===== src/hdl/irqp_pkg.sv =====
// Package of constants and types for the interrupt pulse and pin select block
package irqp_pkg;

	// ==========================================================
	// Register offsets
	localparam logic [7:0] IRQP_OFS_FLAG_DAC   = 8'h2C;
	localparam logic [7:0] IRQP_OFS_FLAG_ADC   = 8'h2D;
	localparam logic [7:0] IRQP_OFS_IRQ_A_CTRL = 8'h30;
	localparam logic [7:0] IRQP_OFS_IRQ_B_CTRL = 8'h31;
	localparam logic [7:0] IRQP_OFS_SPARE_A    = 8'h32;
	localparam logic [7:0] IRQP_OFS_SPARE_B    = 8'h34;
	localparam logic [7:0] IRQP_OFS_SO_CTRL    = 8'h35;
	localparam logic [7:0] IRQP_OFS_SI_CTRL    = 8'h36;

	// ==========================================================
	// Reset values
	localparam logic [7:0] IRQP_RST_IRQ_CTRL = 8'h00;
	localparam logic [7:0] IRQP_RST_SPARE    = 8'h00;
	localparam logic [7:0] IRQP_RST_SO_CTRL  = 8'h12;
	localparam logic [7:0] IRQP_RST_SI_CTRL  = 8'h02;

	// ==========================================================
	// Field positions
	localparam int IRQP_BIT_HEADSET   = 7;
	localparam int IRQP_BIT_BUTTON    = 6;
	localparam int IRQP_BIT_DRC       = 5;
	localparam int IRQP_BIT_AGC       = 4;
	localparam int IRQP_BIT_SHORT     = 3;
	localparam int IRQP_BIT_OVERFLOW  = 2;
	localparam int IRQP_BIT_DCMEAS    = 1;
	localparam int IRQP_BIT_REPEAT    = 0;
	localparam int IRQP_BIT_KEEPER_N  = 4;
	localparam int IRQP_BIT_GPO       = 0;
	// Flag register bit positions
	localparam int IRQP_FD_SHORT      = 7;
	localparam int IRQP_FD_BUTTON     = 5;
	localparam int IRQP_FD_HEADSET    = 4;
	localparam int IRQP_FD_DRC        = 3;
	localparam int IRQP_FD_OVERFLOW   = 1;
	localparam int IRQP_FA_AGC        = 6;
	localparam int IRQP_FA_DCMEAS     = 2;

	// ==========================================================
	// Pin function encodings
	localparam logic [2:0] IRQP_SO_OFF   = 3'h0;
	localparam logic [2:0] IRQP_SO_AUDIO = 3'h1;
	localparam logic [2:0] IRQP_SO_GPO   = 3'h2;
	localparam logic [2:0] IRQP_SO_CLK   = 3'h3;
	localparam logic [2:0] IRQP_SO_IRQA  = 3'h4;
	localparam logic [2:0] IRQP_SO_IRQB  = 3'h5;
	localparam logic [2:0] IRQP_SO_BCLK  = 3'h6;
	localparam logic [2:0] IRQP_SO_WCLK  = 3'h7;
	localparam logic [1:0] IRQP_SI_OFF   = 2'h0;

	// ==========================================================
	// Timing
	localparam int IRQP_CLK_KHZ     = 100000;
	localparam int IRQP_PULSE_MS    = 2;
	localparam int IRQP_PERIOD_MS   = 4;
	localparam int IRQP_CNT_W       = 19;
	localparam logic [IRQP_CNT_W-1:0] IRQP_PULSE_CYC =
		IRQP_CNT_W'(IRQP_PULSE_MS * IRQP_CLK_KHZ);
	localparam logic [IRQP_CNT_W-1:0] IRQP_PERIOD_CYC =
		IRQP_CNT_W'(IRQP_PERIOD_MS * IRQP_CLK_KHZ);

	// ==========================================================
	// Types
	typedef struct packed {
		logic headset;
		logic button;
		logic dynamic_range_compressor;
		logic automatic_gain_control;
		logic short_ckt;
		logic overflow;
		logic dcmeas;
	} irqp_evt_t;

	typedef struct packed {
		logic [7:0] addr;
		logic [7:0] wdata;
		logic       wr;
		logic       rd;
	} irqp_req_t;

endpackage


===== src/hdl/irqp_top.sv =====
// Interrupt output merge, pulse style, and serial pin function select
//
// Contract
// - Output A enables select its interrupt sources.
// - Output A bit 2 enables DAC overflow.
// - Single mode gives one 2 ms pulse.
// - Repeat mode: 2 ms pulses every 4 ms.
// - Train stops after both flag registers read.
// - Output B has own enables; bit 2 zero.
// - Output B bit 0 picks pulse style.
// - Keeper enabled when bit 4 clear; resets off.
// - Serial-out function select, reset audio data.
// - General-output mode drives written bit 0.
// - Serial-in mode select, reset audio use.
// - Serial-in bit 0 reads pin level.
// - Flags sticky; cleared by read; set wins.
`timescale 1ns/1ps
module irqp_top #(
	parameter logic [18:0] PULSE_CYC  = irqp_pkg::IRQP_PULSE_CYC,
	parameter logic [18:0] PERIOD_CYC = irqp_pkg::IRQP_PERIOD_CYC
) (
	// Clock and reset
	input  wire logic                clk_sys,
	input  wire logic                reset,
	// Register access from the control interface
	input  wire irqp_pkg::irqp_req_t req,
	output logic [7:0]               reg_rdata,
	// Source event pulses, same clock
	input  wire irqp_pkg::irqp_evt_t evt,
	// Signals offered to the serial-out pin
	input  wire logic                audio_data,
	input  wire logic                clock_output,
	input  wire logic                sec_bit_clk,
	input  wire logic                sec_word_clk,
	// Interrupt outputs
	output logic                     irq_out_a,
	output logic                     irq_out_b,
	// Serial-out pin
	output logic                     so_pin_o,
	output logic                     so_pin_oe,
	output logic                     so_keeper_en,
	// Serial-in pin
	input  wire logic                si_pin_i,
	output logic                     si_buf_en,
	output logic [1:0]               si_mode
);
	import irqp_pkg::*;

	// ==========================================================
	// Registers
	logic [7:0] ctrl_a_ff;
	logic [7:0] ctrl_b_ff;
	logic [7:0] spare_a_ff;
	logic [7:0] spare_b_ff;
	logic [7:0] so_ctrl_ff;
	logic [6:0] si_ctrl_ff;
	logic [7:0] rdata_ff, nxt_rdata;
	logic       si_meta_ff;
	logic       si_sync_ff;
	logic       wr_a, wr_b, wr_sa, wr_sb, wr_so, wr_si;
	logic       rd_dac, rd_adc;
	irqp_evt_t  flag_ff;
	logic [7:0] flag_dac, flag_adc;
	logic       trig_a, trig_b;
	logic       irq_a, irq_b;
	logic       so_o_ff, so_oe_ff, keeper_ff, si_en_ff;
	logic [1:0] si_mode_ff;

	assign wr_a   = req.wr && req.addr == IRQP_OFS_IRQ_A_CTRL;
	assign wr_b   = req.wr && req.addr == IRQP_OFS_IRQ_B_CTRL;
	assign wr_sa  = req.wr && req.addr == IRQP_OFS_SPARE_A;
	assign wr_sb  = req.wr && req.addr == IRQP_OFS_SPARE_B;
	assign wr_so  = req.wr && req.addr == IRQP_OFS_SO_CTRL;
	assign wr_si  = req.wr && req.addr == IRQP_OFS_SI_CTRL;
	assign rd_dac = req.rd && req.addr == IRQP_OFS_FLAG_DAC;
	assign rd_adc = req.rd && req.addr == IRQP_OFS_FLAG_ADC;

	always_ff @(posedge clk_sys) begin
		if (reset) begin
			ctrl_a_ff <= IRQP_RST_IRQ_CTRL;
			ctrl_b_ff <= IRQP_RST_IRQ_CTRL;
		end else begin
			if (wr_a) begin
				ctrl_a_ff <= req.wdata;
			end
			if (wr_b) begin
				// Bit 2 has no source on output B and stays zero
				ctrl_b_ff <= req.wdata & ~(8'h01 << IRQP_BIT_OVERFLOW);
			end
		end
	end

	// Spares simply hold what the host writes back into them
	always_ff @(posedge clk_sys) begin
		if (reset) begin
			spare_a_ff <= IRQP_RST_SPARE;
			spare_b_ff <= IRQP_RST_SPARE;
		end else begin
			if (wr_sa) begin
				spare_a_ff <= req.wdata;
			end
			if (wr_sb) begin
				spare_b_ff <= req.wdata;
			end
		end
	end

	always_ff @(posedge clk_sys) begin
		if (reset) begin
			so_ctrl_ff <= IRQP_RST_SO_CTRL;
			si_ctrl_ff <= IRQP_RST_SI_CTRL[7:1];
		end else begin
			if (wr_so) begin
				so_ctrl_ff <= req.wdata;
			end
			if (wr_si) begin
				si_ctrl_ff <= req.wdata[7:1];
			end
		end
	end

	// ==========================================================
	// Serial-in synchroniser
	always_ff @(posedge clk_sys) begin
		if (reset) begin
			si_meta_ff <= 1'b0;
			si_sync_ff <= 1'b0;
		end else begin
			si_meta_ff <= si_pin_i;
			si_sync_ff <= si_meta_ff;
		end
	end

	// ==========================================================
	// Sticky flags
	always_ff @(posedge clk_sys) begin
		if (reset) begin
			flag_ff <= '0;
		end else begin
			// A new event in the clearing cycle survives
			flag_ff.short_ckt <= (flag_ff.short_ckt & ~rd_dac) | evt.short_ckt;
			flag_ff.button    <= (flag_ff.button & ~rd_dac) | evt.button;
			flag_ff.headset   <= (flag_ff.headset & ~rd_dac) | evt.headset;
			flag_ff.dynamic_range_compressor       <= (flag_ff.dynamic_range_compressor & ~rd_dac) | evt.dynamic_range_compressor;
			flag_ff.overflow  <= (flag_ff.overflow & ~rd_dac) | evt.overflow;
			flag_ff.automatic_gain_control       <= (flag_ff.automatic_gain_control & ~rd_adc) | evt.automatic_gain_control;
			flag_ff.dcmeas    <= (flag_ff.dcmeas & ~rd_adc) | evt.dcmeas;
		end
	end

	always_comb begin
		flag_dac = 8'h00;
		flag_adc = 8'h00;
		flag_dac[IRQP_FD_SHORT]    = flag_ff.short_ckt;
		flag_dac[IRQP_FD_BUTTON]   = flag_ff.button;
		flag_dac[IRQP_FD_HEADSET]  = flag_ff.headset;
		flag_dac[IRQP_FD_DRC]      = flag_ff.dynamic_range_compressor;
		flag_dac[IRQP_FD_OVERFLOW] = flag_ff.overflow;
		flag_adc[IRQP_FA_AGC]      = flag_ff.automatic_gain_control;
		flag_adc[IRQP_FA_DCMEAS]   = flag_ff.dcmeas;
	end

	// ==========================================================
	// Read port
	always_comb begin
		case (req.addr)
			IRQP_OFS_FLAG_DAC:   nxt_rdata = flag_dac;
			IRQP_OFS_FLAG_ADC:   nxt_rdata = flag_adc;
			IRQP_OFS_IRQ_A_CTRL: nxt_rdata = ctrl_a_ff;
			IRQP_OFS_IRQ_B_CTRL: nxt_rdata = ctrl_b_ff;
			IRQP_OFS_SPARE_A:    nxt_rdata = spare_a_ff;
			IRQP_OFS_SPARE_B:    nxt_rdata = spare_b_ff;
			IRQP_OFS_SO_CTRL:    nxt_rdata = so_ctrl_ff;
			IRQP_OFS_SI_CTRL:    nxt_rdata = {si_ctrl_ff, si_sync_ff};
			default:             nxt_rdata = 8'h00;
		endcase
	end

	always_ff @(posedge clk_sys) begin
		if (reset) begin
			rdata_ff <= 8'h00;
		end else if (req.rd) begin
			rdata_ff <= nxt_rdata;
		end
	end

	// ==========================================================
	// Interrupt triggers and pulse generators
	function automatic logic irqp_hit(input logic [7:0] en,
			input irqp_evt_t e);
		irqp_hit = (en[IRQP_BIT_HEADSET] & e.headset)
			| (en[IRQP_BIT_BUTTON] & e.button)
			| (en[IRQP_BIT_DRC] & e.dynamic_range_compressor)
			| (en[IRQP_BIT_AGC] & e.automatic_gain_control)
			| (en[IRQP_BIT_SHORT] & e.short_ckt)
			| (en[IRQP_BIT_OVERFLOW] & e.overflow)
			| (en[IRQP_BIT_DCMEAS] & e.dcmeas);
	endfunction

	assign trig_a = irqp_hit(ctrl_a_ff, evt);
	assign trig_b = irqp_hit(ctrl_b_ff, evt);

	irqp_pulse_gen u_gen_a (
		.clk_sys    (clk_sys),
		.reset      (reset),
		.trig       (trig_a),
		.rpt        (ctrl_a_ff[IRQP_BIT_REPEAT]),
		.rd_dac     (rd_dac),
		.rd_adc     (rd_adc),
		.pulse_cyc  (PULSE_CYC),
		.period_cyc (PERIOD_CYC),
		.irq        (irq_a)
	);

	irqp_pulse_gen u_gen_b (
		.clk_sys    (clk_sys),
		.reset      (reset),
		.trig       (trig_b),
		.rpt        (ctrl_b_ff[IRQP_BIT_REPEAT]),
		.rd_dac     (rd_dac),
		.rd_adc     (rd_adc),
		.pulse_cyc  (PULSE_CYC),
		.period_cyc (PERIOD_CYC),
		.irq        (irq_b)
	);

	// ==========================================================
	// Pin function select
	always_ff @(posedge clk_sys) begin
		if (reset) begin
			so_o_ff    <= 1'b0;
			so_oe_ff   <= 1'b0;
			keeper_ff  <= 1'b0;
			si_en_ff   <= 1'b1;
			si_mode_ff <= IRQP_RST_SI_CTRL[2:1];
		end else begin
			keeper_ff  <= ~so_ctrl_ff[IRQP_BIT_KEEPER_N];
			si_mode_ff <= si_ctrl_ff[1:0];
			si_en_ff   <= si_ctrl_ff[1:0] != IRQP_SI_OFF;
			so_oe_ff   <= so_ctrl_ff[3:1] != IRQP_SO_OFF;
			case (so_ctrl_ff[3:1])
				IRQP_SO_AUDIO: so_o_ff <= audio_data;
				IRQP_SO_GPO:   so_o_ff <= so_ctrl_ff[IRQP_BIT_GPO];
				IRQP_SO_CLK:   so_o_ff <= clock_output;
				IRQP_SO_IRQA:  so_o_ff <= irq_a;
				IRQP_SO_IRQB:  so_o_ff <= irq_b;
				IRQP_SO_BCLK:  so_o_ff <= sec_bit_clk;
				IRQP_SO_WCLK:  so_o_ff <= sec_word_clk;
				default:       so_o_ff <= 1'b0;
			endcase
		end
	end

	assign reg_rdata    = rdata_ff;
	assign irq_out_a    = irq_a;
	assign irq_out_b    = irq_b;
	assign so_pin_o     = so_o_ff;
	assign so_pin_oe    = so_oe_ff;
	assign so_keeper_en = keeper_ff;
	assign si_buf_en    = si_en_ff;
	assign si_mode      = si_mode_ff;

	// ==========================================================
	// Checks
	a_keeper_follows_bit:
	assert property (@(posedge clk_sys) disable iff (reset)
		wr_so ##2 1 |-> so_keeper_en == !$past(req.wdata[IRQP_BIT_KEEPER_N], 2))
	else $error("keeper enable not inverse of control bit");

	a_gpo_drives_pin:
	assert property (@(posedge clk_sys) disable iff (reset)
		wr_so && req.wdata[3:1] == IRQP_SO_GPO ##1 !wr_so
		|=> so_pin_oe && so_pin_o == $past(req.wdata[0], 2))
	else $error("general output value not on pin");

	a_out_b_bit2_zero:
	assert property (@(posedge clk_sys) disable iff (reset)
		req.rd && req.addr == IRQP_OFS_IRQ_B_CTRL |=> !reg_rdata[2])
	else $error("output B reserved bit reads nonzero");

	a_sticky_set_wins:
	assert property (@(posedge clk_sys) disable iff (reset)
		rd_dac && evt.button |=> flag_ff.button)
	else $error("event lost during flag clear");

	a_si_level_read:
	assert property (@(posedge clk_sys) disable iff (reset)
		req.rd && req.addr == IRQP_OFS_SI_CTRL
		|=> reg_rdata[0] == $past(si_pin_i, 3))
	else $error("serial-in level read back wrong");

	a_irq_idle_low:
	assert property (@(posedge clk_sys) disable iff (reset)
		!$past(trig_a) && $rose(irq_out_a) |-> $past(u_gen_a.rpt_ff))
	else $error("output A rose with no event in single mode");

endmodule


===== src/hdl/irqp_pulse_gen.sv =====
// Single or repeating interrupt pulse generator for one output
`timescale 1ns/1ps
module irqp_pulse_gen (
	// Clock and reset
	input  wire logic                          clk_sys,
	input  wire logic                          reset,
	// Control
	input  wire logic                          trig,
	input  wire logic                          rpt,
	input  wire logic                          rd_dac,
	input  wire logic                          rd_adc,
	input  wire logic [irqp_pkg::IRQP_CNT_W-1:0] pulse_cyc,
	input  wire logic [irqp_pkg::IRQP_CNT_W-1:0] period_cyc,
	// Output
	output logic                               irq
);
	import irqp_pkg::*;

	typedef enum logic {ST_IDLE, ST_RUN} irqp_gen_st_t;

	irqp_gen_st_t          st_ff, nxt_st;
	logic [IRQP_CNT_W-1:0] cnt_ff, nxt_cnt;
	logic                  rpt_ff;
	logic                  seen_dac_ff;
	logic                  seen_adc_ff;
	logic                  irq_ff;
	logic                  high_phase_end;

	assign high_phase_end = cnt_ff >= pulse_cyc - IRQP_CNT_W'(1);

	// ==========================================================
	// Sequencing
	always_comb begin
		nxt_st  = st_ff;
		nxt_cnt = cnt_ff;
		case (st_ff)
			ST_IDLE: begin
				nxt_cnt = '0;
				if (trig) begin
					nxt_st = ST_RUN;
				end
			end
			ST_RUN: begin
				// Later events neither restart nor stretch
				if (cnt_ff == period_cyc - IRQP_CNT_W'(1)) begin
					nxt_cnt = '0;
				end else begin
					nxt_cnt = cnt_ff + IRQP_CNT_W'(1);
				end
				if (!rpt_ff && high_phase_end) begin
					nxt_st = ST_IDLE;
				end else if (rpt_ff && seen_dac_ff && seen_adc_ff
						&& high_phase_end) begin
					// Train ends cleanly, never cutting a pulse short
					nxt_st = ST_IDLE;
				end
			end
			default: begin
				nxt_st = ST_IDLE;
			end
		endcase
	end

	always_ff @(posedge clk_sys) begin
		if (reset) begin
			st_ff  <= ST_IDLE;
			cnt_ff <= '0;
		end else begin
			st_ff  <= nxt_st;
			cnt_ff <= (nxt_st == ST_RUN) ? nxt_cnt : '0;
		end
	end

	// Mode is latched at start so a write mid-train cannot corrupt it
	always_ff @(posedge clk_sys) begin
		if (reset) begin
			rpt_ff <= 1'b0;
		end else if (st_ff == ST_IDLE && trig) begin
			rpt_ff <= rpt;
		end
	end

	// Both flag registers must be read before a train stops
	always_ff @(posedge clk_sys) begin
		if (reset || (st_ff == ST_IDLE && trig)) begin
			seen_dac_ff <= 1'b0;
			seen_adc_ff <= 1'b0;
		end else begin
			seen_dac_ff <= seen_dac_ff | rd_dac;
			seen_adc_ff <= seen_adc_ff | rd_adc;
		end
	end

	always_ff @(posedge clk_sys) begin
		if (reset) begin
			irq_ff <= 1'b0;
		end else begin
			irq_ff <= (nxt_st == ST_RUN) && (nxt_cnt < pulse_cyc);
		end
	end

	assign irq = irq_ff;

	// ==========================================================
	// Checks
	logic [IRQP_CNT_W-1:0] high_len_ff;
	always_ff @(posedge clk_sys) begin
		if (reset || !irq_ff) begin
			high_len_ff <= '0;
		end else begin
			high_len_ff <= high_len_ff + IRQP_CNT_W'(1);
		end
	end

	a_pulse_width_cap:
	assert property (@(posedge clk_sys) disable iff (reset)
		high_len_ff <= pulse_cyc)
	else $error("interrupt pulse longer than its width");

	a_pulse_exact_len:
	assert property (@(posedge clk_sys) disable iff (reset)
		$fell(irq_ff) |-> high_len_ff == pulse_cyc)
	else $error("interrupt pulse ended at wrong length");

	a_rise_needs_cause:
	assert property (@(posedge clk_sys) disable iff (reset)
		$rose(irq_ff) |-> $past(trig) || $past(rpt_ff))
	else $error("interrupt pulse without event or train");

endmodule


===== config.mk =====
export PLATFORM = sky130hd
export DESIGN_NAME = irqp_top
export DESIGN_NICKNAME = d
export VERILOG_FILES = /design/src/hdl/irqp_pkg.sv /design/src/hdl/irqp_top.sv /design/src/hdl/irqp_pulse_gen.sv
export SDC_FILE = /design/constraint.sdc
export NUM_CORES = 1
export LEC_CHECK = 0
export BUFFER_PORTS_ARGS = -buffer_cell sky130_fd_sc_hd__buf_4
export CAP_MARGIN = 20
export CORE_MARGIN = 3
export CORE_UTILIZATION = 30
export DETAILED_ROUTE_END_ITERATION = 12
export SETUP_SLACK_MARGIN = 0.1
export SLEW_MARGIN = 20
export SYNTH_ARGS = -nofsm -noshare
export SYNTH_HDL_FRONTEND = slang
export SYNTH_SLANG_ARGS = --single-unit

===== constraint.sdc =====
create_clock -name clk_sys -period 2.05 [get_ports clk_sys]
set_input_delay 0.41 -clock clk_sys [delete_from_list [all_inputs] [get_ports clk_sys]]
set_output_delay 0.41 -clock clk_sys [all_outputs]
set_load 0.02 [all_outputs]

Yosys cells after proc, flatten, opt, wreduce, memory -nomap -nowiden
Index checks and enable logic that the tools add are counted.
Storage, ports and cells
  output and inout port bits: 16
  flip-flop bits (word level): 117
  logic and storage cells: 147
  input bits: 32
Operators by class
  equality and inequality tests: 17
  $add $sub $neg: 2
  multiplexer cells: 14
  bitwise logic cells: 49
  reductions and logical operators: 28
  order comparisons: 4
Operators by type and width (count)
  19-bit case mux with 2 select lines: 2
  8-bit by 6-bit equality test with 1-bit output (second input constant): 8
  8-bit case mux with 8 select lines: 1
  19-bit by 1-bit adder with 19-bit output (second input constant): 2
  19-bit equality test (second input constant): 2
  19-bit by 18-bit greater-or-equal comparator with 1-bit output (second input constant): 2
  19-bit by 18-bit less-than comparator with 1-bit output (second input constant): 2
  19-bit two-way mux: 2
  1-bit OR: 22
  1-bit AND: 20
  1-bit logical AND: 20
  3-bit equality test (second input constant): 4
  1-bit NOT: 7
  1-bit case mux with 7 select lines: 1
  3-bit by 2-bit equality test with 1-bit output (second input constant): 2
  1-bit two-way mux: 6
  1-bit case mux with 2 select lines: 2
  2-bit OR reduction: 2
  3-bit by 1-bit equality test with 1-bit output (second input constant): 1
  3-bit nonzero test: 1
  1-bit logical NOT: 2
  1-bit logical OR: 2
  2-bit nonzero test: 1

Logic depth before layout (Yosys ltp)
Gate-level depths: netlist (run 1).
  depth after elaboration: 11
  mapped depth: 9
  depth with buffers taken out: 7

Cells and area by module
From an unflattened synthesis (run 1), not the netlist that was laid out.
Second synthesis, totals
  cell total of the unflattened synthesis: 1140
  area total of the unflattened synthesis: 9251.4 sq um
By module, submodules not included
  irqp_top: instances 1, cells an instance 316, seq. area each 1381.3 sq um, area an instance 3129.3 sq um
  irqp_pulse_gen (u_gen_b): instances 1, cells an instance 423, seq. area each 480.5 sq um, area an instance 3123.0 sq um
  irqp_pulse_gen (u_gen_a): instances 1, cells an instance 401, seq. area each 480.5 sq um, area an instance 2999.1 sq um

Worst setup path after synthesis (run 1)
No wires, ideal clock.
  path type: in2reg
  start point: input port req[17] in the netlist's numbering
  end point: register spare_a_ff[7]
  arrival: 1910 ps
  path buffers: 2
  slack: 12 ps
  data required time: 1922 ps
  setup time: 128 ps
  stages on the path: 8
  cell sequence: or3b_1 or2_1 buf_2 nor2_4 and3_1 buf_4 mux2i_1 nor2_1
On the way
  cells in the longest elaborated chain, start to end: 2
RTL lines
  start: declaration: line irqp_top.sv:26  | input wire irqp_pkg::irqp_req_t req,
  8-bit by 6-bit equality test with 1-bit output: line irqp_top.sv:71  | assign wr_sa = req.wr && req.addr == IRQP_OFS_SPARE_A;
  1-bit logical AND: line irqp_top.sv:71
  end signal: assignment: line irqp_top.sv:100  | spare_a_ff <= req.wdata;
  end: declaration: line irqp_top.sv:53  | logic [7:0] spare_a_ff;
Every way passes these cells.
A chain may end at the register's enable or synchronous reset.

Worst setup path in the final report (run 1)
  start point: register u_gen_a.cnt_ff[12]
  end point: register u_gen_a.cnt_ff[6]
On the way
  cells in the longest elaborated chain, start to end: 7
  elaborated cells on any way between the ends: 11
  those cells by class: order compare (1); eq/ne (1); mux (5); bitwise (1); reduce/logical (3)
RTL lines
  start: declaration: line irqp_pulse_gen.sv:22  | logic [IRQP_CNT_W-1:0] cnt_ff, nxt_cnt;
  start signal: assignment: line irqp_pulse_gen.sv:70  | cnt_ff <= (nxt_st == ST_RUN) ? nxt_cnt : '0;
  19-bit by 18-bit greater-or-equal comparator with 1-bit output: line irqp_pulse_gen.sv:29  | assign high_phase_end = cnt_ff >= pulse_cyc - IRQP_CNT_W'(1);
  1-bit logical AND: line irqp_pulse_gen.sv:53  | && high_phase_end) begin
  1-bit two-way mux: line irqp_pulse_gen.sv:52  | end else if (rpt_ff && seen_dac_ff && seen_adc_ff
  1-bit two-way mux: line irqp_pulse_gen.sv:50  | if (!rpt_ff && high_phase_end) begin
  1-bit case mux with 2 select lines: line irqp_pulse_gen.sv:36  | case (st_ff)
  1-bit NOT (no source line)
  2-bit OR reduction (no source line)
Several ways; a longest one is shown, not always the timed one.

==> summary.md, run 1 <==
| Metric | Value |
|---|---|
| Worst Reg-to-Reg Cells | `6` |
| YS warnings | `0` |
| Leading area contributor after synthesis | `dfxtp_1` |
| Post-synth top cells | `117 x dfxtp_1, 110 x nor2_1, 50 x mux2i_1` |
| Hold Fails Final Rpt | `0` |
| Mean Syn Cell Area | `8.94 um^2` |
| Worst slew pin tran | `0.562 ns` |
| Hold Crit Start | `si_pin_i` |
| RePlAce Congestion | `0.802` |
| Sequential element share of the synthesized area | `41.9%` |
| Clk root buf | `clkbuf_16` |
| Hold buffer count at cts | `0` |
| Hold endpoint | `si_meta_ff` |
| CP Capture Type | `flop` |
| Clock Latency Late Sink | `0.42 ns` |
| Main synth FF type | `dfxtp_1` |
| Initial antenna violation count | `0` |
| Req. time, crit path | `2.40 ns` |
| Syn_nets | `660` |
| R2r setup slk | `0.05 ns` |
| Vias in the first global route | `4570` |
| Fin Setup TNS | `0 ns` |
| Top routing layer in use | `met4` |
| Hold Crit Depth | `2` |
| Wire length on met3 | `820 um` |
| Top-count cell post-synth | `dfxtp_1` |
| Core outline area | `0.0181 mm^2` |
| Data arrival, critical path | `2.35 ns` |
| Via-to-Cell Ratio | `5.02` |
| Number of port buffers | `47` |
| Ports | `48` |
| DR WL met2 | `6660 um` |
| DP Wirelength | `10700 um` |
| Largest net degree at the start of global routing | `56` |
| Std-Cell Rows | `49` |
| Sw power | `1.21 mW` |
| Initial Util | `30.8%` |
| Synth area leaders | `dfxtp_1 42%, mux2i_1 8.9%, nor2_1 7.4%` |
| Max_slew headroom | `62.5%` |
| # setup viols final | `0` |
| CTS sink cnt | `117` |
| P&R area growth vs syn | `32.4%` |
| M1 WL | `7470 um` |
| Layout cells sized above 1 | `26.7%` |
| Tcrit/Tclk final | `97.6%` |
| Bufs on Longest Clock Path | `2` |
| Fin nets | `751` |
| Sw Share | `21.1%` |
| Htree depth | `4` |
| Via count | `4811` |
| Worst VDD drop | `0.540 mV` |
| Power per cell area | `771 mW/mm^2` |
| Critical path startpoint category | `flop` |
| Final Max Tran Viols | `0` |
| Max Cap Violations | `0` |
| Grt ovf | `0` |
| Netlist cell types | `69` |
| CP max FO | `5` |
| Cells after Synth | `626` |
| Final Non-Filler Cells | `958` |
| Min-delay worst type | `input pin to flop` |
| Post-synthesis cell area | `0.00559 mm^2` |
| Status | `completed` |
| EDFF count, synth | `0` |
| Combinational power share | `4.7%` |
| Placed Cells | `920` |
| Wire per inst | `15.9 um` |
| RSZ-0062 raised after global routing | `true` |
| Worst-path clk slew | `0.05 ns` |
| Fill count | `1808` |
| Setup Skew | `0.00877 ns` |
| Antenna-violating nets left | `0` |
| RR Endpoint | `u_gen_a.cnt_ff[6]` |
| CTS tree | `done` |
| Seq cells post-synth | `117` |
| Drt pass-1 iters | `5` |
| Synth top area share | `41.9%` |
| Sequential share of power | `40.7%` |
| First-pass GRT wire length | `24200 um` |
| R2R Path Start | `u_gen_a.cnt_ff[12]` |
| F_max | `0.500 GHz` |
| Total die area | `0.0203 mm^2` |
| Clock buffer count from CTS | `17` |
| FFs w/ async S/R, synth | `0%` |
| Setup Crit Path Kind | `flop to flop` |
| Min Clock Period, post-route | `2.00 ns` |
| Chip height | `143 um` |
| Pleak | `2.71 nW` |
| Total internal power | `4.50 mW` |
| Tot GR Track Use | `15.0%` |
| Ant diodes | `0` |
| Die Width | `143 um` |
| Drt first-iter violations | `295` |
| DRC | `0` |
| Clk pwr share | `54.6%` |
| Routed WL | `15200 um` |
| Hold_ws | `0.208 ns` |
## power by group through the flow
stage,Sequential [mW],Combinational [mW],Clock [mW]
finish,2.32,0.266,3.12
CTS,2.32,0.266,3.18
global route,2.33,0.288,3.29
global placement,2.37,0.266,0
detailed placement,2.37,0.265,0
floorplan,2.37,0.122,0
## how the worst max path moves through the flow
stage,start,to,slack [ns],depth (start not counted)
2_1_floorplan,req[17],spare_a_ff[7],0.07,8
5_1_grt,u_gen_a.cnt_ff[7],u_gen_a.irq,0.001,6
3_5_place_dp,req[17],ctrl_b_ff[6],-0.04,8
4_1_cts,u_gen_a.cnt_ff[0],u_gen_a.cnt_ff[10],0.1,8
6_report,u_gen_a.cnt_ff[12],u_gen_a.cnt_ff[6],0.05,6
3_3_place_gp,req[17],ctrl_b_ff[4],-0.03,8
## final cells by class
class | count | area (um^2) | share of cell area [%]
clock buffer | 23 | 508 | 6.86
clock inverter | 8 | 120 | 1.62
inverter | 10 | 37.5 | 0.507
multi-input combinational | 467 | 3230 | 43.7
sequential | 117 | 2350 | 31.7
tap | 229 | 287 | 3.87
timing repair buffer | 104 | 870 | 11.7
## layer usage
layer	track usage, %	up-vias
met2	21.4	111
met4	5.00	0
met5	0	-
met1	21.6	2261
li1	-	2421
met3	4.57	18
## placed cells by master, fill, tap and decap left out, drive strengths merged, types with 17 or more instances in the layout
| master | n |
|---|---|
| nor2 | 123 |
| dfxtp | 117 |
| buf | 102 |
| mux2i | 50 |
| nand2 | 31 |
| a21oi | 28 |
| nand3 | 25 |
| clkbuf | 25 |
| o21ai | 22 |
| xnor2 | 17 |
## critical path, stage by stage (launching register included)
cell and delay (ns):
dfxtp_2 0.31, or4_4 0.56, a211oi_4 0.28, o21bai_1 0.12, a211o_4 0.40, clkbuf_16 0.19, nor2_1 0.07
## stage by stage
step                      worst slack (ns)  area [um^2]  utilization [%]  power (mW)
after floorplan                     0.0680         5620                -        2.49
after global placement             -0.0269         6510             35.9        2.64
after detailed placement           -0.0428         6510             35.9        2.64
after CTS                           0.0959         7170             39.5        5.77
after global routing               0.00143         7410             40.8        5.90
final                               0.0500         7410             40.8        5.71
## state kept, by name (all words and copies together), names as in the netlist, 2 cells and up
signal	cells
reg_rdata	8
u_gen_a.cnt_ff	19
spare_a_ff	8
spare_b_ff	8
u_gen_b.cnt_ff	19
ctrl_a_ff	8
si_ctrl_ff	7
ctrl_b_ff	7
si_mode	2
so_ctrl_ff	8
flag_adc	2
flag_dac	5
## timing repair
action | in CTS | in global routing
gates cloned | 0 | 3
hold endpoints to repair | 0 | 0
setup endpoints to repair | 1 | 22
pin swaps | 0 | 22
resized for setup | 6 | 35
buffers inserted | 0 | 4
## cell families after synthesis
| kind of cell | synth area share [%] |
|---|---|
| AO/OA/AOI/OAI | 13.1 |
| XOR/XNOR | 5.17 |
| adder cells (fa/ha/maj) | 0.447 |
| buffers and inverters | 3.49 |
| flip-flops | 41.9 |
| multiplexers | 11.0 |
| AND/OR/NAND/NOR | 25.0 |
Power figures use the tool's default switching activity.
==> inputs of run 2 (changes only) <==
--- a/config.mk
+++ b/config.mk
@@ -7,7 +7,7 @@
 export LEC_CHECK = 0
 export BUFFER_PORTS_ARGS = -buffer_cell sky130_fd_sc_hd__buf_4
 export CAP_MARGIN = 20
-export CORE_MARGIN = 3
+export CORE_MARGIN = 2
 export CORE_UTILIZATION = 30
 export DETAILED_ROUTE_END_ITERATION = 12
 export SETUP_SLACK_MARGIN = 0.1
==> run 2 against run 1 <==
Compared with the run above: combinational power up 2%; clock-buffer cell count down 2; sequential share of layout area up 0.49 points; cell area down 1.8%; non-clock buffer count up 1; fmax up 4.6%; via count up 0.29%; die area down 2.8%; register-to-register slack better by 0.09 ns; clock skew up 0.0026 ns; critical endpoint is now u_gen_b.cnt_ff[18].
==> summary.md, run 2 (synthesis results as in run 1) <==
| Metric | Value |
|---|---|
| Status | `completed (unchanged)` |
| Top flop regs | `u_gen_a.cnt_ff: 19 flops, u_gen_b.cnt_ff: 19 flops (unchanged)` |
| Routing usage on met1 | `21.2% (was 21.6%)` |
| Drt pass-1 iters | `5 (unchanged)` |
| Total die area | `0.0198 mm^2 (was 0.0203 mm^2)` |
| Max Cap Violations | `0 (unchanged)` |
| Worst-path clk slew | `0.06 ns (was 0.05 ns)` |
| Ant diodes | `0 (unchanged)` |
| Hold Fails Final Rpt | `0 (unchanged)` |
| Critical path startpoint category | `flop (unchanged)` |
| Ports | `48 (unchanged)` |
| Bufs on Longest Clock Path | `2 (unchanged)` |
| Tcrit/Tclk final | `93.2% (was 97.6%)` |
| Vias in the first global route | `4704 (was 4570)` |
| Min Clock Period, post-route | `1.91 ns (was 2.00 ns)` |
| # setup viols final | `0 (unchanged)` |
| Clock buffer count from CTS | `17 (unchanged)` |
| Grt met2 use | `23.7% (was 21.4%)` |
| Busiest layer in global routing | `met2 (was met1)` |
| Initial antenna violation count | `0 (unchanged)` |
| Initial Util | `30.8% (unchanged)` |
| Grt ovf | `0 (unchanged)` |
| Power per cell area | `779 mW/mm^2 (was 771 mW/mm^2)` |
| Die Width | `141 um (was 143 um)` |
| Data arrival, critical path | `2.22 ns (was 2.35 ns)` |
| Worst slew pin tran | `0.486 ns (was 0.562 ns)` |
| Final Max Tran Viols | `0 (unchanged)` |
| CP max FO | `9 (was 5)` |
| Core outline area | `0.0181 mm^2 (unchanged)` |
| Met3 GRT Util | `4.17% (was 4.57%)` |
| Final core utilization | `40.1% (was 40.8%)` |
| Commonest cells after routing, fill and taps aside | `115 x dfxtp_1, 110 x nor2_1, 99 x buf_4, 50 x mux2i_1, 30 x nand2_1 (was 110 x dfxtp_1, 102 x nor2_1, 97 x buf_4, 50 x mux2i_1, 31 x nand2_1)` |
| RSZ-0062 raised after global routing | `true (unchanged)` |
| Worst VDD drop | `0.499 mV (was 0.540 mV)` |
| CP Capture Type | `flop (unchanged)` |
| Clock Latency Late Sink | `0.42 ns (about the same)` |
| Std-Cell Rows | `49 (unchanged)` |
| Fin nets | `752 (was 751)` |
| F_max | `0.523 GHz (was 0.500 GHz)` |
| Layout cells sized above 1 | `24.8% (was 26.7%)` |
| Commonest non-fill, non-tap cell in the layout | `dfxtp_1 (unchanged)` |
| Fin Setup TNS | `0 ns (unchanged)` |
| RePlAce Congestion | `0.890 (was 0.802)` |
| P&R area growth vs syn | `30.0% (was 32.4%)` |
| First-pass GRT wire length | `24200 um (about the same)` |
| Pleak | `2.65 nW (was 2.71 nW)` |
| DP Wirelength | `10600 um (was 10700 um)` |
| Htree depth | `4 (unchanged)` |
| CTS sink cnt | `117 (unchanged)` |
| DRC | `0 (unchanged)` |
| Routed WL | `14900 um (was 15200 um)` |
| Wire per inst | `15.5 um (was 15.9 um)` |
| Setup Skew | `0.0114 ns (was 0.00877 ns)` |
| Via-to-Cell Ratio | `5.03 (was 5.02)` |
| Largest net degree at the start of global routing | `40 (was 56)` |
| Number of port buffers | `47 (unchanged)` |
| Tot GR Track Use | `15.4% (was 15.0%)` |
| Min-delay worst type | `input pin to flop (unchanged)` |
| CTS tree | `done (unchanged)` |
| Clk root buf | `clkbuf_16 (unchanged)` |
| Setup Crit Path Kind | `flop to flop (unchanged)` |
| Req. time, crit path | `2.36 ns (was 2.40 ns)` |
| Pwr Total | `5.66 mW (was 5.71 mW)` |
| Antenna-violating nets left | `0 (unchanged)` |
| Drt first-iter violations | `324 (was 295)` |
| Max_slew headroom | `67.5% (was 62.5%)` |
| Chip height | `141 um (was 143 um)` |
| Fill count | `1824 (was 1808)` |
| Via count | `4825 (was 4811)` |
[run 2: cell types whose count changed in the layout (fill, tap and decap cells not counted), sizes merged]
cell,previous run,this run
clkbuf,25,21
inv,10,12
clkinv,3,4
buf,102,105
[run 2: cell type report]
| type | instances | area [um^2] | area share, % |
|---|---|---|---|
| timing repair buffer | 105 | 846 | 11.6 |
| inverter | 10 | 37.5 | 0.516 |
| clock buffer | 21 | 470 | 6.47 |
| clock inverter | 11 | 146 | 2.01 |
| multi-input combinational | 467 | 3140 | 43.2 |
| tap | 229 | 287 | 3.94 |
| sequential | 117 | 2340 | 32.2 |
[run 2: worst paths after layout]
kind                     startpoint                 end  slack [ns]  depth (start not counted)
setup / recovery  u_gen_b.cnt_ff[6]  u_gen_b.cnt_ff[18]        0.14                          8
hold / removal             si_pin_i          si_meta_ff        0.20                          2
setup reg to reg  u_gen_b.cnt_ff[6]  u_gen_b.cnt_ff[18]        0.14                          8
hold reg to reg          si_meta_ff          si_sync_ff        0.44                          1
[run 2: timing repair]
item | in CTS | in global routing
pin swaps | 1 | 4
hold buffers | 0 | 0
endpoints found under the setup margin | 1 | 39
cloned | 0 | 1
endpoints found under the hold margin | 0 | 0
buffers inserted | 1 | 3
resized for setup | 2 | 18
[run 2: critical path, cell delays in order, from the launching register on]
cell	delay (ns)
dfxtp_1	0.31
buf_4	0.16
or4b_1	0.50
nor4_1	0.18
a21o_1	0.16
o21ai_1	0.13
nand3_2	0.14
buf_6	0.15
nor2_1	0.05
[run 2: per-stage QoR]
stage | instances | cell area, um^2 | worst slack (ns) | hold WS, ns
2_1_floorplan | 626 | 5620 | 0.0680 | 0.407
3_3_place_gp | 923 | 6530 | -0.0255 | 0.427
3_5_place_dp | 923 | 6530 | -0.0513 | 0.435
4_1_cts | 956 | 7170 | 0.131 | 0.193
5_1_grt | 960 | 7270 | 0.0257 | 0.190
6_report | 960 | 7270 | 0.139 | 0.203
[run 2: report_power, final]
group          leakage [nW]  internal [mW]  switching (mW)
logic                  1.40          0.111           0.160
clock network         0.300           2.01            1.06
registers             0.947           2.30          0.0203
[run 2: per-layer routing]
metal  vias up  part of all wire (%)
li1       2418                     -
met2        94                    46
met4         0                   1.3
met1      2300                    49
met5         -                     0
met3        13                   4.3
==> inputs of run 3 (changes only) <==
--- a/config.mk
+++ b/config.mk
@@ -7,6 +7,7 @@
 export LEC_CHECK = 0
 export BUFFER_PORTS_ARGS = -buffer_cell sky130_fd_sc_hd__buf_4
 export CAP_MARGIN = 20
+export CORE_ASPECT_RATIO = 2
 export CORE_MARGIN = 2
 export CORE_UTILIZATION = 30
 export DETAILED_ROUTE_END_ITERATION = 12
==> run 3 against run 2 <==
Compared with the run above: cell area grew 1.5%; fmax down 3.4%; global-route usage grew 1.3 points; sequential share of layout area decreased by 0.51 points; register-to-register slack got worse by 0.07 ns; final cell count decreased by 0.63%; clock skew shrank 0.00052 ns; critical endpoint is now u_gen_a.cnt_ff[2].
==> summary.md, run 3 (synthesis results as in run 1) <==
| Metric | Value |
|---|---|
| DRC | `0 (unchanged)` |
| Fin nets | `759 (was 752)` |
| Hold Crit Depth | `2 (unchanged)` |
| Final core utilization | `40.4% (was 40.1%)` |
| Status | `completed (unchanged)` |
| Data arrival, critical path | `2.33 ns (was 2.22 ns)` |
| Crit path max-delay family | `simple AND/OR/NAND/NOR gates (unchanged)` |
| Critical path depth | `7 (was 8)` |
| Hold_ws | `0.220 ns (was 0.203 ns)` |
| CP peak stage delay | `0.56 ns (was 0.50 ns)` |
| CP cell instances | `or4_4 -> a21o_1 -> nand3_2 -> o21bai_4 -> a211o_4 -> clkbuf_16 -> nor2_4 (was buf_4 -> or4b_1 -> nor4_1 -> a21o_1 -> o21ai_1 -> nand3_2 -> buf_6 -> nor2_1)` |
| First-pass GRT wire length | `25100 um (was 24200 um)` |
| Commonest cells after routing, fill and taps aside | `116 x dfxtp_1, 107 x buf_4, 105 x nor2_1, 50 x mux2i_1, 30 x nand2_1 (was 115 x dfxtp_1, 110 x nor2_1, 99 x buf_4, 50 x mux2i_1, 30 x nand2_1)` |
| DP Wirelength | `12200 um (was 10600 um)` |
| Initial Util | `30.6% (was 30.8%)` |
| Min Clock Period, post-route | `1.98 ns (was 1.91 ns)` |
| Final Max Tran Viols | `0 (unchanged)` |
| CTS sink cnt | `117 (unchanged)` |
| Htree depth | `4 (unchanged)` |
| Number of port buffers | `47 (unchanged)` |
| Ports | `48 (unchanged)` |
| Critical path startpoint category | `flop (unchanged)` |
| Post-CTS setup buffers | `0 (was 1)` |
| Clock buffer count from CTS | `17 (unchanged)` |
| Max_slew headroom | `69.2% (was 67.5%)` |
| Largest net degree at the start of global routing | `44 (was 40)` |
| Worst VDD drop | `0.532 mV (was 0.499 mV)` |
| Clk root buf | `clkbuf_16 (unchanged)` |
| Top flop regs | `u_gen_a.cnt_ff: 19 flops, u_gen_b.cnt_ff: 19 flops (unchanged)` |
| Routed WL | `16200 um (was 14900 um)` |
| P&R area growth vs syn | `32.1% (was 30.0%)` |
| Die Width | `101 um (was 141 um)` |
| Worst-path clk slew | `0.06 ns (about the same)` |
| # setup viols final | `0 (unchanged)` |
| Bufs on Longest Clock Path | `2 (unchanged)` |
| Total die area | `0.0198 mm^2 (about the same)` |
| Min-delay worst type | `input pin to flop (unchanged)` |
| Std-Cell Rows | `70 (was 49)` |
| Req. time, crit path | `2.40 ns (was 2.36 ns)` |
| Clock Latency Late Sink | `0.42 ns (about the same)` |
| Pwr Total | `5.98 mW (was 5.66 mW)` |
| Drt first-iter violations | `215 (was 324)` |
| Max Cap Violations | `0 (unchanged)` |
| Layout cells sized above 1 | `26.0% (was 24.8%)` |
| Critical path buffer and inverter count | `1 (was 2)` |
| Grt ovf | `0 (unchanged)` |
| Worst Reg-to-Reg Cells | `7 (was 8)` |
| Commonest non-fill, non-tap cell in the layout | `dfxtp_1 (unchanged)` |
| Via count | `4993 (was 4825)` |
| Setup Crit Path Kind | `flop to flop (unchanged)` |
| Via-to-Cell Ratio | `5.23 (was 5.03)` |
| Antenna-violating nets left | `0 (unchanged)` |
| CP Capture Type | `flop (unchanged)` |
| Wire per inst | `16.9 um (was 15.5 um)` |
| Pleak | `2.72 nW (was 2.65 nW)` |
| RSZ-0062 raised after global routing | `true (unchanged)` |
| Worst slew pin tran | `0.459 ns (was 0.486 ns)` |
| Setup Skew | `0.0109 ns (was 0.0114 ns)` |
| CP max FO | `4 (was 9)` |
| Tot GR Track Use | `16.6% (was 15.4%)` |
| RePlAce Congestion | `0.917 (was 0.890)` |
| Drt pass-1 iters | `5 (unchanged)` |
| Hold Fails Final Rpt | `0 (unchanged)` |
| Initial antenna violation count | `0 (unchanged)` |
| Chip height | `197 um (was 141 um)` |
| Vias in the first global route | `5041 (was 4704)` |
| Core outline area | `0.0183 mm^2 (was 0.0181 mm^2)` |
| Ant diodes | `0 (unchanged)` |
| CTS tree | `done (unchanged)` |
| Tcrit/Tclk final | `96.5% (was 93.2%)` |
| Critical Path Slowest Stage Cell | `or4_4 (was or4b_1)` |
| F_max | `0.505 GHz (was 0.523 GHz)` |
| Power per cell area | `810 mW/mm^2 (was 779 mW/mm^2)` |
[run 3: report_power, final]
part	leakage (nW)	internal, mW	switching (mW)
clock	0.322	2.30	1.09
combinational	1.45	0.111	0.159
sequential	0.947	2.30	0.0205
total	2.72	4.71	1.27
[run 3: path summary, 6_finish.rpt]
| check | start | end | slack (ns) |
|---|---|---|---|
| max | u_gen_a.cnt_ff[15] | u_gen_a.cnt_ff[2] | 0.07 |
| min reg2reg | si_meta_ff | si_sync_ff | 0.44 |
| max reg2reg | u_gen_a.cnt_ff[15] | u_gen_a.cnt_ff[2] | 0.07 |
| min | si_pin_i | si_meta_ff | 0.22 |
[run 3: area by class of cell]
cell class,instances,area (um^2)
Fill cell,1785,10900
Clock buffer,18,439
Clock inverter,14,231
Tap cell,216,270
Inverter,10,37.5
Sequential cell,117,2340
Multi-Input combinational cell,467,3170
Timing Repair Buffer,112,891
[run 3: stage by stage]
stage | setup TNS [ns] | cells | instance area [um^2] | setup WS [ns]
CTS | 0 | 952 | 7220 | 0.126
finish | 0 | 954 | 7390 | 0.0709
global route | 0 | 954 | 7390 | 0.0383
floorplan | 0 | 626 | 5620 | 0.0680
detailed placement | -0.0165 | 920 | 6550 | -0.0109
global placement | 0 | 920 | 6550 | 0.0161
[run 3: per-layer routing]
layer / track usage [%] / wire [um] / part of all wire [%] / vias to the layer above
li1: - / - / - / 2428
met1: 14.5 / 5490 / 34 / 2398
met2: 31.7 / 9140 / 57 / 115
met3: 3.82 / 501 / 3.1 / 52
met4: 12.3 / 1030 / 6.4 / 0
met5: 0 / 0 / 0 / -
[run 3: what timing repair did]
item,CTS,global route
endpoints found under the setup margin,0,21
gates resized for setup,0,30
hold buffers,0,0
